==> src/hdl/tcf_map.svh <==
// register map, fields and constants for the tape character format control
//
// Overview of operation
// - four-bit format select in bits 7..4; 1100 normal, 1101 core dump.
// - data transfer with go and unsupported format sets format error, aborts.
// - nrz with even parity bit set: write even parity, check even parity.
// - nrz with even parity bit clear: write odd parity, check odd parity.
// - nrz even parity never records zero: invert bit 4 and parity, 000 to 020.
// - phase encoded mode (density msb one) ignores even parity, uses odd.
// - three-bit transport select in bits 2..0 picks unit for later commands.
// - drive clear and bus initialize leave transport select unchanged.
// - density field bits 10..8: 200, 556, 800, 800, 1600 pe, rest reserved.
// - drive clear and bus initialize leave density select unchanged.
`ifndef TCF_MAP_SVH
`define TCF_MAP_SVH

`define TCF_ADDR_CTRL 4'h0
`define TCF_ADDR_CMD 4'h4
`define TCF_ADDR_ERR 4'h8
`define TCF_ADDR_STAT 4'hc
`define TCF_ADDR_MASK 4'h0
`define TCF_ADDR_MASK_HI 1'b1
`define TCF_ADDR_NONE 4'h1
`define TCF_ADDR_DEC_W 4

`define TCF_FMT_LSB 4
`define TCF_FMT_MSB 7
`define TCF_EVPAR_BIT 3
`define TCF_UNIT_MSB 2
`define TCF_DEN_LSB 8
`define TCF_DEN_MSB 10
`define TCF_FERR_BIT 4
`define TCF_CHAR_BIT4 4

`define TCF_FMT_NORMAL 4'hc
`define TCF_FMT_COREDUMP 4'hd
`define TCF_DEN_PE_BIT 2
`define TCF_CTRL_RW_MASK 16'h07ff
`define TCF_CTRL_RST 11'h000

`define TCF_CMD_GO_BIT 0
`define TCF_CMD_XFER_BIT 1
`define TCF_CMD_CLR_BIT 2

`define TCF_IRQ_ABORT 0
`define TCF_IRQ_START 1
`define TCF_IRQ_PERR 2

`endif

==> src/hdl/tcf_pkg.sv <==
// types shared by the tape character format control
`default_nettype none
package tcf_pkg;
   typedef struct packed {
      logic [2:0] density;
      logic [3:0] format;
      logic even_parity;
      logic [2:0] unit;
   } tcf_ctrl_t;

   typedef struct packed {
      logic valid;
      logic [7:0] data;
      logic parity;
   } tcf_char_t;

   typedef enum logic [1:0] {
      TCF_IDLE = 2'b00,
      TCF_RUN = 2'b01,
      TCF_ABORT = 2'b10
   } tcf_state_t;
endpackage : tcf_pkg
`default_nettype wire

==> src/hdl/tcf_char_codec.sv <==
// per-character parity for write and read paths, zero substitution on the write path only
`timescale 1ns/1ps
`default_nettype none
`include "tcf_map.svh"
module tcf_char_codec
(
   input wire logic pe_mode,
   input wire logic even_parity,
   input wire logic [7:0] wr_data,
   output logic [7:0] tape_data,
   output logic tape_parity,
   input wire logic [7:0] rd_data,
   input wire logic rd_parity,
   output logic rd_parity_err
);
   logic use_even;
   logic wr_par;
   logic zero_sub;

   always_comb
   begin
      use_even = even_parity & ~pe_mode;
      wr_par = use_even ? ^wr_data : ~(^wr_data);
      zero_sub = use_even && (wr_data == 8'h00);
      tape_data = wr_data;
      tape_parity = wr_par;
      if (zero_sub)
      begin
         tape_data[`TCF_CHAR_BIT4] = ~wr_data[`TCF_CHAR_BIT4];
         tape_parity = ~wr_par;
      end
      rd_parity_err = use_even ? (^{rd_data, rd_parity}) : ~(^{rd_data, rd_parity});
   end
endmodule : tcf_char_codec
`default_nettype wire

==> src/hdl/tcf_top.sv <==
// tape character format control with axi4-lite register slave
//
// The AXI4-Lite slave port and the register offsets are this design's own decisions.
`timescale 1ns/1ps
`default_nettype none
`include "tcf_map.svh"
module tcf_top
#(
   parameter int ADDR_W = 4
)
(
   input wire logic aclk,
   input wire logic aresetn,
   input wire logic [ADDR_W-1:0] s_axi_awaddr,
   input wire logic s_axi_awvalid,
   output logic s_axi_awready,
   input wire logic [31:0] s_axi_wdata,
   input wire logic [3:0] s_axi_wstrb,
   input wire logic s_axi_wvalid,
   output logic s_axi_wready,
   output logic [1:0] s_axi_bresp,
   output logic s_axi_bvalid,
   input wire logic s_axi_bready,
   input wire logic [ADDR_W-1:0] s_axi_araddr,
   input wire logic s_axi_arvalid,
   output logic s_axi_arready,
   output logic [31:0] s_axi_rdata,
   output logic [1:0] s_axi_rresp,
   output logic s_axi_rvalid,
   input wire logic s_axi_rready,
   input wire logic drive_clear,
   input wire logic bus_init,
   input wire logic [7:0] host_wr_char,
   input wire logic host_wr_valid,
   output logic [7:0] tape_wr_char,
   output logic tape_wr_parity,
   output logic tape_wr_valid,
   input wire logic [7:0] tape_rd_char,
   input wire logic tape_rd_parity,
   input wire logic tape_rd_valid,
   output logic [7:0] host_rd_char,
   output logic host_rd_valid,
   output logic [2:0] transport_unit_select,
   output logic [3:0] char_format_select,
   output logic [2:0] density_select,
   output logic xfer_active,
   output logic irq
);
   if (ADDR_W < `TCF_ADDR_DEC_W)
   begin : g_addr_w_check
      $error("tcf_top: ADDR_W must be at least 4");
   end

   tcf_pkg::tcf_ctrl_t ctrl_q;
   tcf_pkg::tcf_state_t state_q;
   logic [15:0] error_register_q;
   logic [2:0] stat_q;
   logic [2:0] mask_q;
   logic aw_q, w_q;
   logic [ADDR_W-1:0] awaddr_q;
   logic [31:0] wdata_q;
   logic [3:0] wstrb_q;
   logic bvalid_q;
   logic [1:0] bresp_q;
   logic rvalid_q;
   logic [31:0] rdata_q;
   logic [1:0] rresp_q;
   logic wr_fire, rd_fire;
   logic [3:0] wa, ra;
   logic fmt_ok, go_xfer, go_any, do_clr;
   logic [2:0] ev;
   logic rd_stat;
   logic [7:0] enc_data;
   logic enc_par, dec_err;
   logic [7:0] wr_char_q, rd_char_q;
   logic wr_par_q, wr_vld_q, rd_vld_q;

   assign s_axi_awready = ~aw_q & ~bvalid_q;
   assign s_axi_wready = ~w_q & ~bvalid_q;
   assign s_axi_bvalid = bvalid_q;
   assign s_axi_bresp = bresp_q;
   assign s_axi_arready = ~rvalid_q;
   assign s_axi_rvalid = rvalid_q;
   assign s_axi_rdata = rdata_q;
   assign s_axi_rresp = rresp_q;
   assign wr_fire = aw_q & w_q & ~bvalid_q;
   assign rd_fire = s_axi_arvalid & ~rvalid_q;
   // upper address bits set means unmapped, no aliasing
   assign wa = (awaddr_q >> `TCF_ADDR_DEC_W) == '0 ? awaddr_q[3:0] : `TCF_ADDR_NONE;
   assign ra = (s_axi_araddr >> `TCF_ADDR_DEC_W) == '0 ? s_axi_araddr[3:0] : `TCF_ADDR_NONE;
   assign rd_stat = rd_fire && ra == `TCF_ADDR_STAT;

   // write address and data latches, either order
   always_ff @(posedge aclk)
   begin
      if (!aresetn)
      begin
         aw_q <= 1'b0;
         w_q <= 1'b0;
         awaddr_q <= '0;
         wdata_q <= 32'h0000_0000;
         wstrb_q <= 4'h0;
      end
      else
      begin
         if (s_axi_awvalid && s_axi_awready)
         begin
            aw_q <= 1'b1;
            awaddr_q <= s_axi_awaddr;
         end
         else if (wr_fire)
            aw_q <= 1'b0;
         if (s_axi_wvalid && s_axi_wready)
         begin
            w_q <= 1'b1;
            wdata_q <= s_axi_wdata;
            wstrb_q <= s_axi_wstrb;
         end
         else if (wr_fire)
            w_q <= 1'b0;
      end
   end

   // write response; unmapped addresses answer slverr
   always_ff @(posedge aclk)
   begin
      if (!aresetn)
      begin
         bvalid_q <= 1'b0;
         bresp_q <= 2'b00;
      end
      else if (wr_fire)
      begin
         bvalid_q <= 1'b1;
         bresp_q <= (wa == `TCF_ADDR_CTRL || wa == `TCF_ADDR_CMD || wa == `TCF_ADDR_ERR
                     || wa == `TCF_ADDR_STAT) ? 2'b00 : 2'b10;
      end
      else if (s_axi_bready)
         bvalid_q <= 1'b0;
   end

   // command strobes from the command word
   always_comb
   begin
      go_any = wr_fire && wa == `TCF_ADDR_CMD && wstrb_q[0] && wdata_q[`TCF_CMD_GO_BIT];
      go_xfer = go_any && wdata_q[`TCF_CMD_XFER_BIT];
      do_clr = wr_fire && wa == `TCF_ADDR_CMD && wstrb_q[0] && wdata_q[`TCF_CMD_CLR_BIT];
      fmt_ok = ctrl_q.format == `TCF_FMT_NORMAL
               || ctrl_q.format == `TCF_FMT_COREDUMP;
   end

   // tape control register; reset only at power-up, clears leave all fields
   always_ff @(posedge aclk)
   begin
      if (!aresetn)
         ctrl_q <= tcf_pkg::tcf_ctrl_t'(`TCF_CTRL_RST);
      else if (wr_fire && wa == `TCF_ADDR_CTRL)
      begin
         if (wstrb_q[0])
         begin
            ctrl_q.format <= wdata_q[`TCF_FMT_MSB:`TCF_FMT_LSB];
            ctrl_q.even_parity <= wdata_q[`TCF_EVPAR_BIT];
            ctrl_q.unit <= wdata_q[`TCF_UNIT_MSB:0];
         end
         if (wstrb_q[1])
            ctrl_q.density <= wdata_q[`TCF_DEN_MSB:`TCF_DEN_LSB];
      end
   end

   // transfer state: go with bad format aborts
   always_ff @(posedge aclk)
   begin
      if (!aresetn)
         state_q <= tcf_pkg::TCF_IDLE;
      else
      begin
         case (state_q)
            tcf_pkg::TCF_IDLE:
               if (go_xfer)
                  state_q <= fmt_ok ? tcf_pkg::TCF_RUN : tcf_pkg::TCF_ABORT;
            tcf_pkg::TCF_RUN:
               if (do_clr || drive_clear || bus_init)
                  state_q <= tcf_pkg::TCF_IDLE;
            tcf_pkg::TCF_ABORT:
               state_q <= tcf_pkg::TCF_IDLE;
            default:
               state_q <= tcf_pkg::TCF_IDLE;
         endcase
      end
   end

   assign ev[`TCF_IRQ_ABORT] = state_q == tcf_pkg::TCF_ABORT;
   assign ev[`TCF_IRQ_START] = go_xfer && fmt_ok && state_q == tcf_pkg::TCF_IDLE;
   assign ev[`TCF_IRQ_PERR] = tape_rd_valid && dec_err && state_q == tcf_pkg::TCF_RUN;

   // error register; set wins over clear
   always_ff @(posedge aclk)
   begin
      if (!aresetn)
         error_register_q <= 16'h0000;
      else if (ev[`TCF_IRQ_ABORT])
         error_register_q[`TCF_FERR_BIT] <= 1'b1;
      else if (do_clr || drive_clear || bus_init)
         error_register_q <= 16'h0000;
   end

   // sticky event status, cleared by read, set wins
   always_ff @(posedge aclk)
   begin
      if (!aresetn)
         stat_q <= 3'h0;
      else
         stat_q <= (rd_stat ? 3'h0 : stat_q) | ev;
   end

   always_ff @(posedge aclk)
   begin
      if (!aresetn)
         mask_q <= 3'h0;
      else if (wr_fire && wa == `TCF_ADDR_ERR && wstrb_q[0])
         mask_q <= wdata_q[2:0];
   end

   assign irq = |(stat_q & mask_q);

   // read channel
   always_ff @(posedge aclk)
   begin
      if (!aresetn)
      begin
         rvalid_q <= 1'b0;
         rdata_q <= 32'h0000_0000;
         rresp_q <= 2'b00;
      end
      else if (rd_fire)
      begin
         rvalid_q <= 1'b1;
         rresp_q <= 2'b00;
         case (ra)
            `TCF_ADDR_CTRL: rdata_q <= {21'h0, ctrl_q};
            `TCF_ADDR_CMD: rdata_q <= {16'h0000, error_register_q};
            `TCF_ADDR_ERR: rdata_q <= {29'h0, mask_q};
            `TCF_ADDR_STAT: rdata_q <= {28'h0, state_q == tcf_pkg::TCF_RUN, stat_q};
            default:
            begin
               rdata_q <= 32'h0000_0000;
               rresp_q <= 2'b10;
            end
         endcase
      end
      else if (s_axi_rready)
         rvalid_q <= 1'b0;
   end

   tcf_char_codec u_codec
   (
      .pe_mode(ctrl_q.density[`TCF_DEN_PE_BIT]),
      .even_parity(ctrl_q.even_parity),
      .wr_data(host_wr_char),
      .tape_data(enc_data),
      .tape_parity(enc_par),
      .rd_data(tape_rd_char),
      .rd_parity(tape_rd_parity),
      .rd_parity_err(dec_err)
   );

   // registered character paths, active only while running
   always_ff @(posedge aclk)
   begin
      if (!aresetn)
      begin
         wr_char_q <= 8'h00;
         wr_par_q <= 1'b0;
         wr_vld_q <= 1'b0;
         rd_char_q <= 8'h00;
         rd_vld_q <= 1'b0;
      end
      else
      begin
         wr_vld_q <= host_wr_valid && state_q == tcf_pkg::TCF_RUN;
         rd_vld_q <= tape_rd_valid && state_q == tcf_pkg::TCF_RUN;
         if (host_wr_valid)
         begin
            wr_char_q <= enc_data;
            wr_par_q <= enc_par;
         end
         if (tape_rd_valid)
            rd_char_q <= tape_rd_char;
      end
   end

   assign tape_wr_char = wr_char_q;
   assign tape_wr_parity = wr_par_q;
   assign tape_wr_valid = wr_vld_q;
   assign host_rd_char = rd_char_q;
   assign host_rd_valid = rd_vld_q;
   assign transport_unit_select = ctrl_q.unit;
   assign char_format_select = ctrl_q.format;
   assign density_select = ctrl_q.density;
   assign xfer_active = state_q == tcf_pkg::TCF_RUN;
endmodule : tcf_top
`default_nettype wire

==> config.mk <==
export PLATFORM = sky130hd
export DESIGN_NAME = tcf_top
export DESIGN_NICKNAME = d
export VERILOG_FILES = /design/src/hdl/tcf_pkg.sv /design/src/hdl/tcf_char_codec.sv /design/src/hdl/tcf_top.sv
export VERILOG_INCLUDE_DIRS = /design/src /design/src/hdl
export SDC_FILE = /design/constraint.sdc
export NUM_CORES = 1
export LEC_CHECK = 0
export BUFFER_PORTS_ARGS = -buffer_cell sky130_fd_sc_hd__buf_2
export CELL_PAD_IN_SITES_DETAIL_PLACEMENT = 0
export CELL_PAD_IN_SITES_GLOBAL_PLACEMENT = 1
export CORE_ASPECT_RATIO = 1.75
export CORE_MARGIN = 5
export CORE_UTILIZATION = 34
export DETAILED_ROUTE_END_ITERATION = 8
export PLACE_DENSITY_LB_ADDON = 0.1
export SLEW_MARGIN = 10
export SYNTH_ARGS = -nofsm -noshare
export SYNTH_HDL_FRONTEND = slang
export SYNTH_SLANG_ARGS = --single-unit
==> constraint.sdc <==
create_clock -name aclk -period 1.7 [get_ports aclk]
set_clock_uncertainty 0.05 [all_clocks]
set_input_delay 0 -clock aclk [delete_from_list [all_inputs] [get_ports aclk]]
set_output_delay 0 -clock aclk [all_outputs]
set_load 0.1 [all_outputs]
==> results.py <==
metrics = {
    "clock_tree": {
        "cts.clk_slew.worst_paths_ns": 0.06,
        "ctsResizeCount": 0,
        "cts_made_buffers": 9,
        "clock_latency_ns": 0.33,
        "clock_sinks": 73,
        "cts_tree": "yes",
        "cts.htree.levels": 3,
        "postCtsSetupBuffers": 0,
        "clockBufferDepth": 2,
        "root_buffer": "clkbuf_16",
    },
    "logic_synthesis": {
        "ys_ff_latch": 73,
        "synth_compound_area_frac": 0.09188,
        "synthAdderAreaFrac": 0.01584,
        "ys_warn_count": 0,
        "synth.distinct_cells": 41,
        "avgSynthCellArea_um2": 9.238,
        "synth_edf_count": 0,
        "synthCells": 342,
        "ys_seq_area_frac": 0.4626,
        "synthMuxAreaShare": 0.1184,
        "synth_top_family_by_area": "simple AND/OR/NAND/NOR gates",
        "synthXorXnorAreaFrac": 0.03762,
        "synthSimpleGateAreaFrac": 0.1790,
        "netlist_area_um2": 3159,
        "async_flop_share": 0,
        "ys.flop_type": "dfxtp_1",
    },
    "timing": {
        "finalSetupViolations": 0,
        "report.final.slew_viol_count": 0,
        "clock.fmax_mhz": 664.4,
        "tightest_slew_ns": 0.5117,
        "finalHoldViolCount": 0,
        "fin_crit_ns": 1.505,
        "setup_tns_ns": 0,
        "rsz0062_at_grt": "false",
        "finalCritPeriodShare": 0.8853,
        "max-slew-margin-rel": 0.6612,
    },
    "pwr": {
        "power_mw": 4.440,
        "ir_drop_v": 0.0006462,
        "powerDensity_nw_per_um2": 1017,
        "p_sw_frac": 0.3145,
        "seqPwrFrac": 0.411,
        "p_comb_frac": 0.220,
        "clkPwrFrac": 0.369,
        "leakage_nw": 2.089,
        "intPower_mw": 3.044,
        "switchingPower_mw": 1.396,
    },
    "setup_path": {
        "startpoint_type": "flop",
        "reg2reg_from": "s_axi_rvalid",
        "r2r_end": "s_axi_rdata[9]",
        "critPathMaxFanout": 6,
        "ff2ff_path_depth": 4,
        "critPathCaptureType": "flop",
        "cp_top_family": "simple AND/OR/NAND/NOR gates",
        "worstPathArrival_ns": 1.72,
        "slowest_delay_ns": 0.56,
        "slowest_stage": "or4b_4",
        "crit_required_ns": 1.91,
        "cp_cell_sequence": "or4b_4, nor3_4, a22oi_1, nor2_1",
        "cp_num_buf_inv": 0,
        "path_class": "reg -> reg",
        "rrSetupSlack_ns": 0.19,
    },
    "floorplanning": {
        "core-area_um2": 9094,
        "rows": 46,
        "io_pins": 144,
        "die_x_um": 82.87,
        "die_h_um": 137.5,
        "die_area_um2": 11400,
        "initial_core_util": 0.3474,
    },
    "place": {
        "io_buffer_count": 97,
        "gp_congestion": 0.7191,
        "hpwl_um": 6036,
    },
    "detailed_routing": {
        "routedWlPerCell_um": 13.02,
        "drtIter0Drc": 96,
        "firstDrtPassIters": 4,
        "vias": 2686,
        "drt_wl_total_um": 7796,
        "postRouteAntennaNets": 0,
        "drc_errors": 0,
        "vias_per_cell": 4.484,
    },
    "global_route": {
        "grt_pass1_wl_um": 12680,
        "track_usage": 0.1394,
        "grt_max_degree": 43,
        "grt.overflow.total": 0,
        "antenna_found_initial": 0,
        "grt_pass1_vias": 2632,
    },
    "final_layout": {
        "nets": 552,
        "diodes": 0,
        "final_common_cell": "buf_2",
        "syn2layout_area_growth_pct": 38.26,
        "final_cell_mix": "buf_2 (97), dfxtp_1 (69), nor2_1 (51)",
        "fin_util": 0.4803,
        "drive_gt1_frac": 0.2777,
        "nFillCells": 924,
    },
    "worst_hold_path": {
        "whs_path_depth": 4,
        "whs_endpoint": "s_axi_rdata[4]",
        "worstHoldStart": "s_axi_araddr[3]",
        "hp-class": "in -> reg",
    },
    "job": {
        "drv_cap": 0,
    },
    "status": {
        "status": "finished, final reports clean",
    },
}
==> kinds of logic (layout without fill, tap and decap cells) <==
logic type               after synthesis  in the layout
AO/OA/AOI/OAI                         45             45
multiplexers                          37             37
AND/OR/NAND/NOR                      117            117
XOR/XNOR                              12             12
other                                  1             23
flip-flops                            73             73
buffers and inverters                 53            168
adder cells (fa/ha/maj)                4              4
==> routing by layer <==
layer,routed length (µm),vias to the layer above,global-route usage
met1,2937,1226,0.1403
met2,4251,77,0.2652
met5,0,-,0
li1,-,1374,-
met3,471,9,0.04189
met4,136,0,0.05727
==> worst max-delay path by stage <==
| stage | to | from | slack [ns] | depth (start not counted) |
|---|---|---|---|---|
| global route | s_axi_rdata[9] | s_axi_rvalid | 0.11 | 4 |
| CTS | s_axi_rdata[8] | s_axi_rvalid | 0.18 | 4 |
| finish | s_axi_rdata[9] | s_axi_rvalid | 0.19 | 4 |
| floorplan | s_axi_rdata[10] | s_axi_rvalid | -0.11 | 5 |
| detailed placement | s_axi_rdata[8] | s_axi_rvalid | 0.21 | 4 |
| global placement | s_axi_rdata[9] | s_axi_rvalid | 0.23 | 4 |
==> metrics by stage <==
stage / cells / instance area [µm²] / setup WS, ns / hold slack, ns
4_1_cts: 599 / 4368 / 0.1830 / 0.03911
6_report: 599 / 4368 / 0.1950 / 0.05555
3_5_place_dp: 547 / 3732 / 0.2087 / 0.1942
5_1_grt: 599 / 4368 / 0.1146 / 0.05051
3_3_place_gp: 547 / 3732 / 0.2288 / 0.1833
2_1_floorplan: 364 / 3308 / -0.1098 / 0.08265
==> flip-flops by register name, summed over array words and instances, names as in the netlist, 4 cells and up <==
register and cells:
char_format_select 4, wdata_q 11, awaddr_q 4, s_axi_rdata 11, host_rd_char 8, tape_wr_char 8
==> Yosys cell counts (3+ instances only) <==
cell / count / share of area
nor2_1: 53 / 0.063
inv_1: 13 / 0.015
buf_4: 24 / 0.057
dfxtp_1: 73 / 0.46
nand2b_1: 5 / 0.0099
mux2i_1: 34 / 0.11
a22o_1: 6 / 0.017
nand2_1: 31 / 0.037
and2_1: 3 / 0.0059
ha_1: 4 / 0.016
mux2_2: 3 / 0.011
nor3_1: 4 / 0.0063
clkbuf_1: 9 / 0.011
o21ai_0: 3 / 0.0048
a21oi_1: 20 / 0.032
buf_2: 5 / 0.0079
xnor2_1: 10 / 0.028
a22oi_1: 10 / 0.024
==> timing repair <==
item,4_1_cts,5_1_grt
endpoints found under the hold margin,42,0
hold buffers,38,0
setup endpoints to repair,0,0
==> final cells by class <==
cell class	count	area [µm²]	area share
clock buffer	13	250.2	0.05729
timing repair buffer	141	923.4	0.2114
clock inverter	1	5.005	0.001146
inverter	13	52.55	0.01203
sequential	73	1471	0.3369
tap	120	150.1	0.03437
multi-input combinational	238	1515	0.3469
==> tightest hold or removal path: stages <==
cell and delay [ns]:
buf_2 0.16, nor3_1 0.08, a21oi_1 0.11, nor2_1 0.04
==> power by group through the flow <==
stage / Sequential, mW / Clock, mW / Combinational (mW)
after floorplan: 2.08 / 0 / 0.578
after global placement: 1.86 / 0 / 0.916
after CTS: 1.82 / 1.70 / 0.987
after global routing: 1.83 / 1.74 / 1.04
final: 1.82 / 1.64 / 0.977
after detailed placement: 1.86 / 0 / 0.919
(Power assumes the default switching activity.)
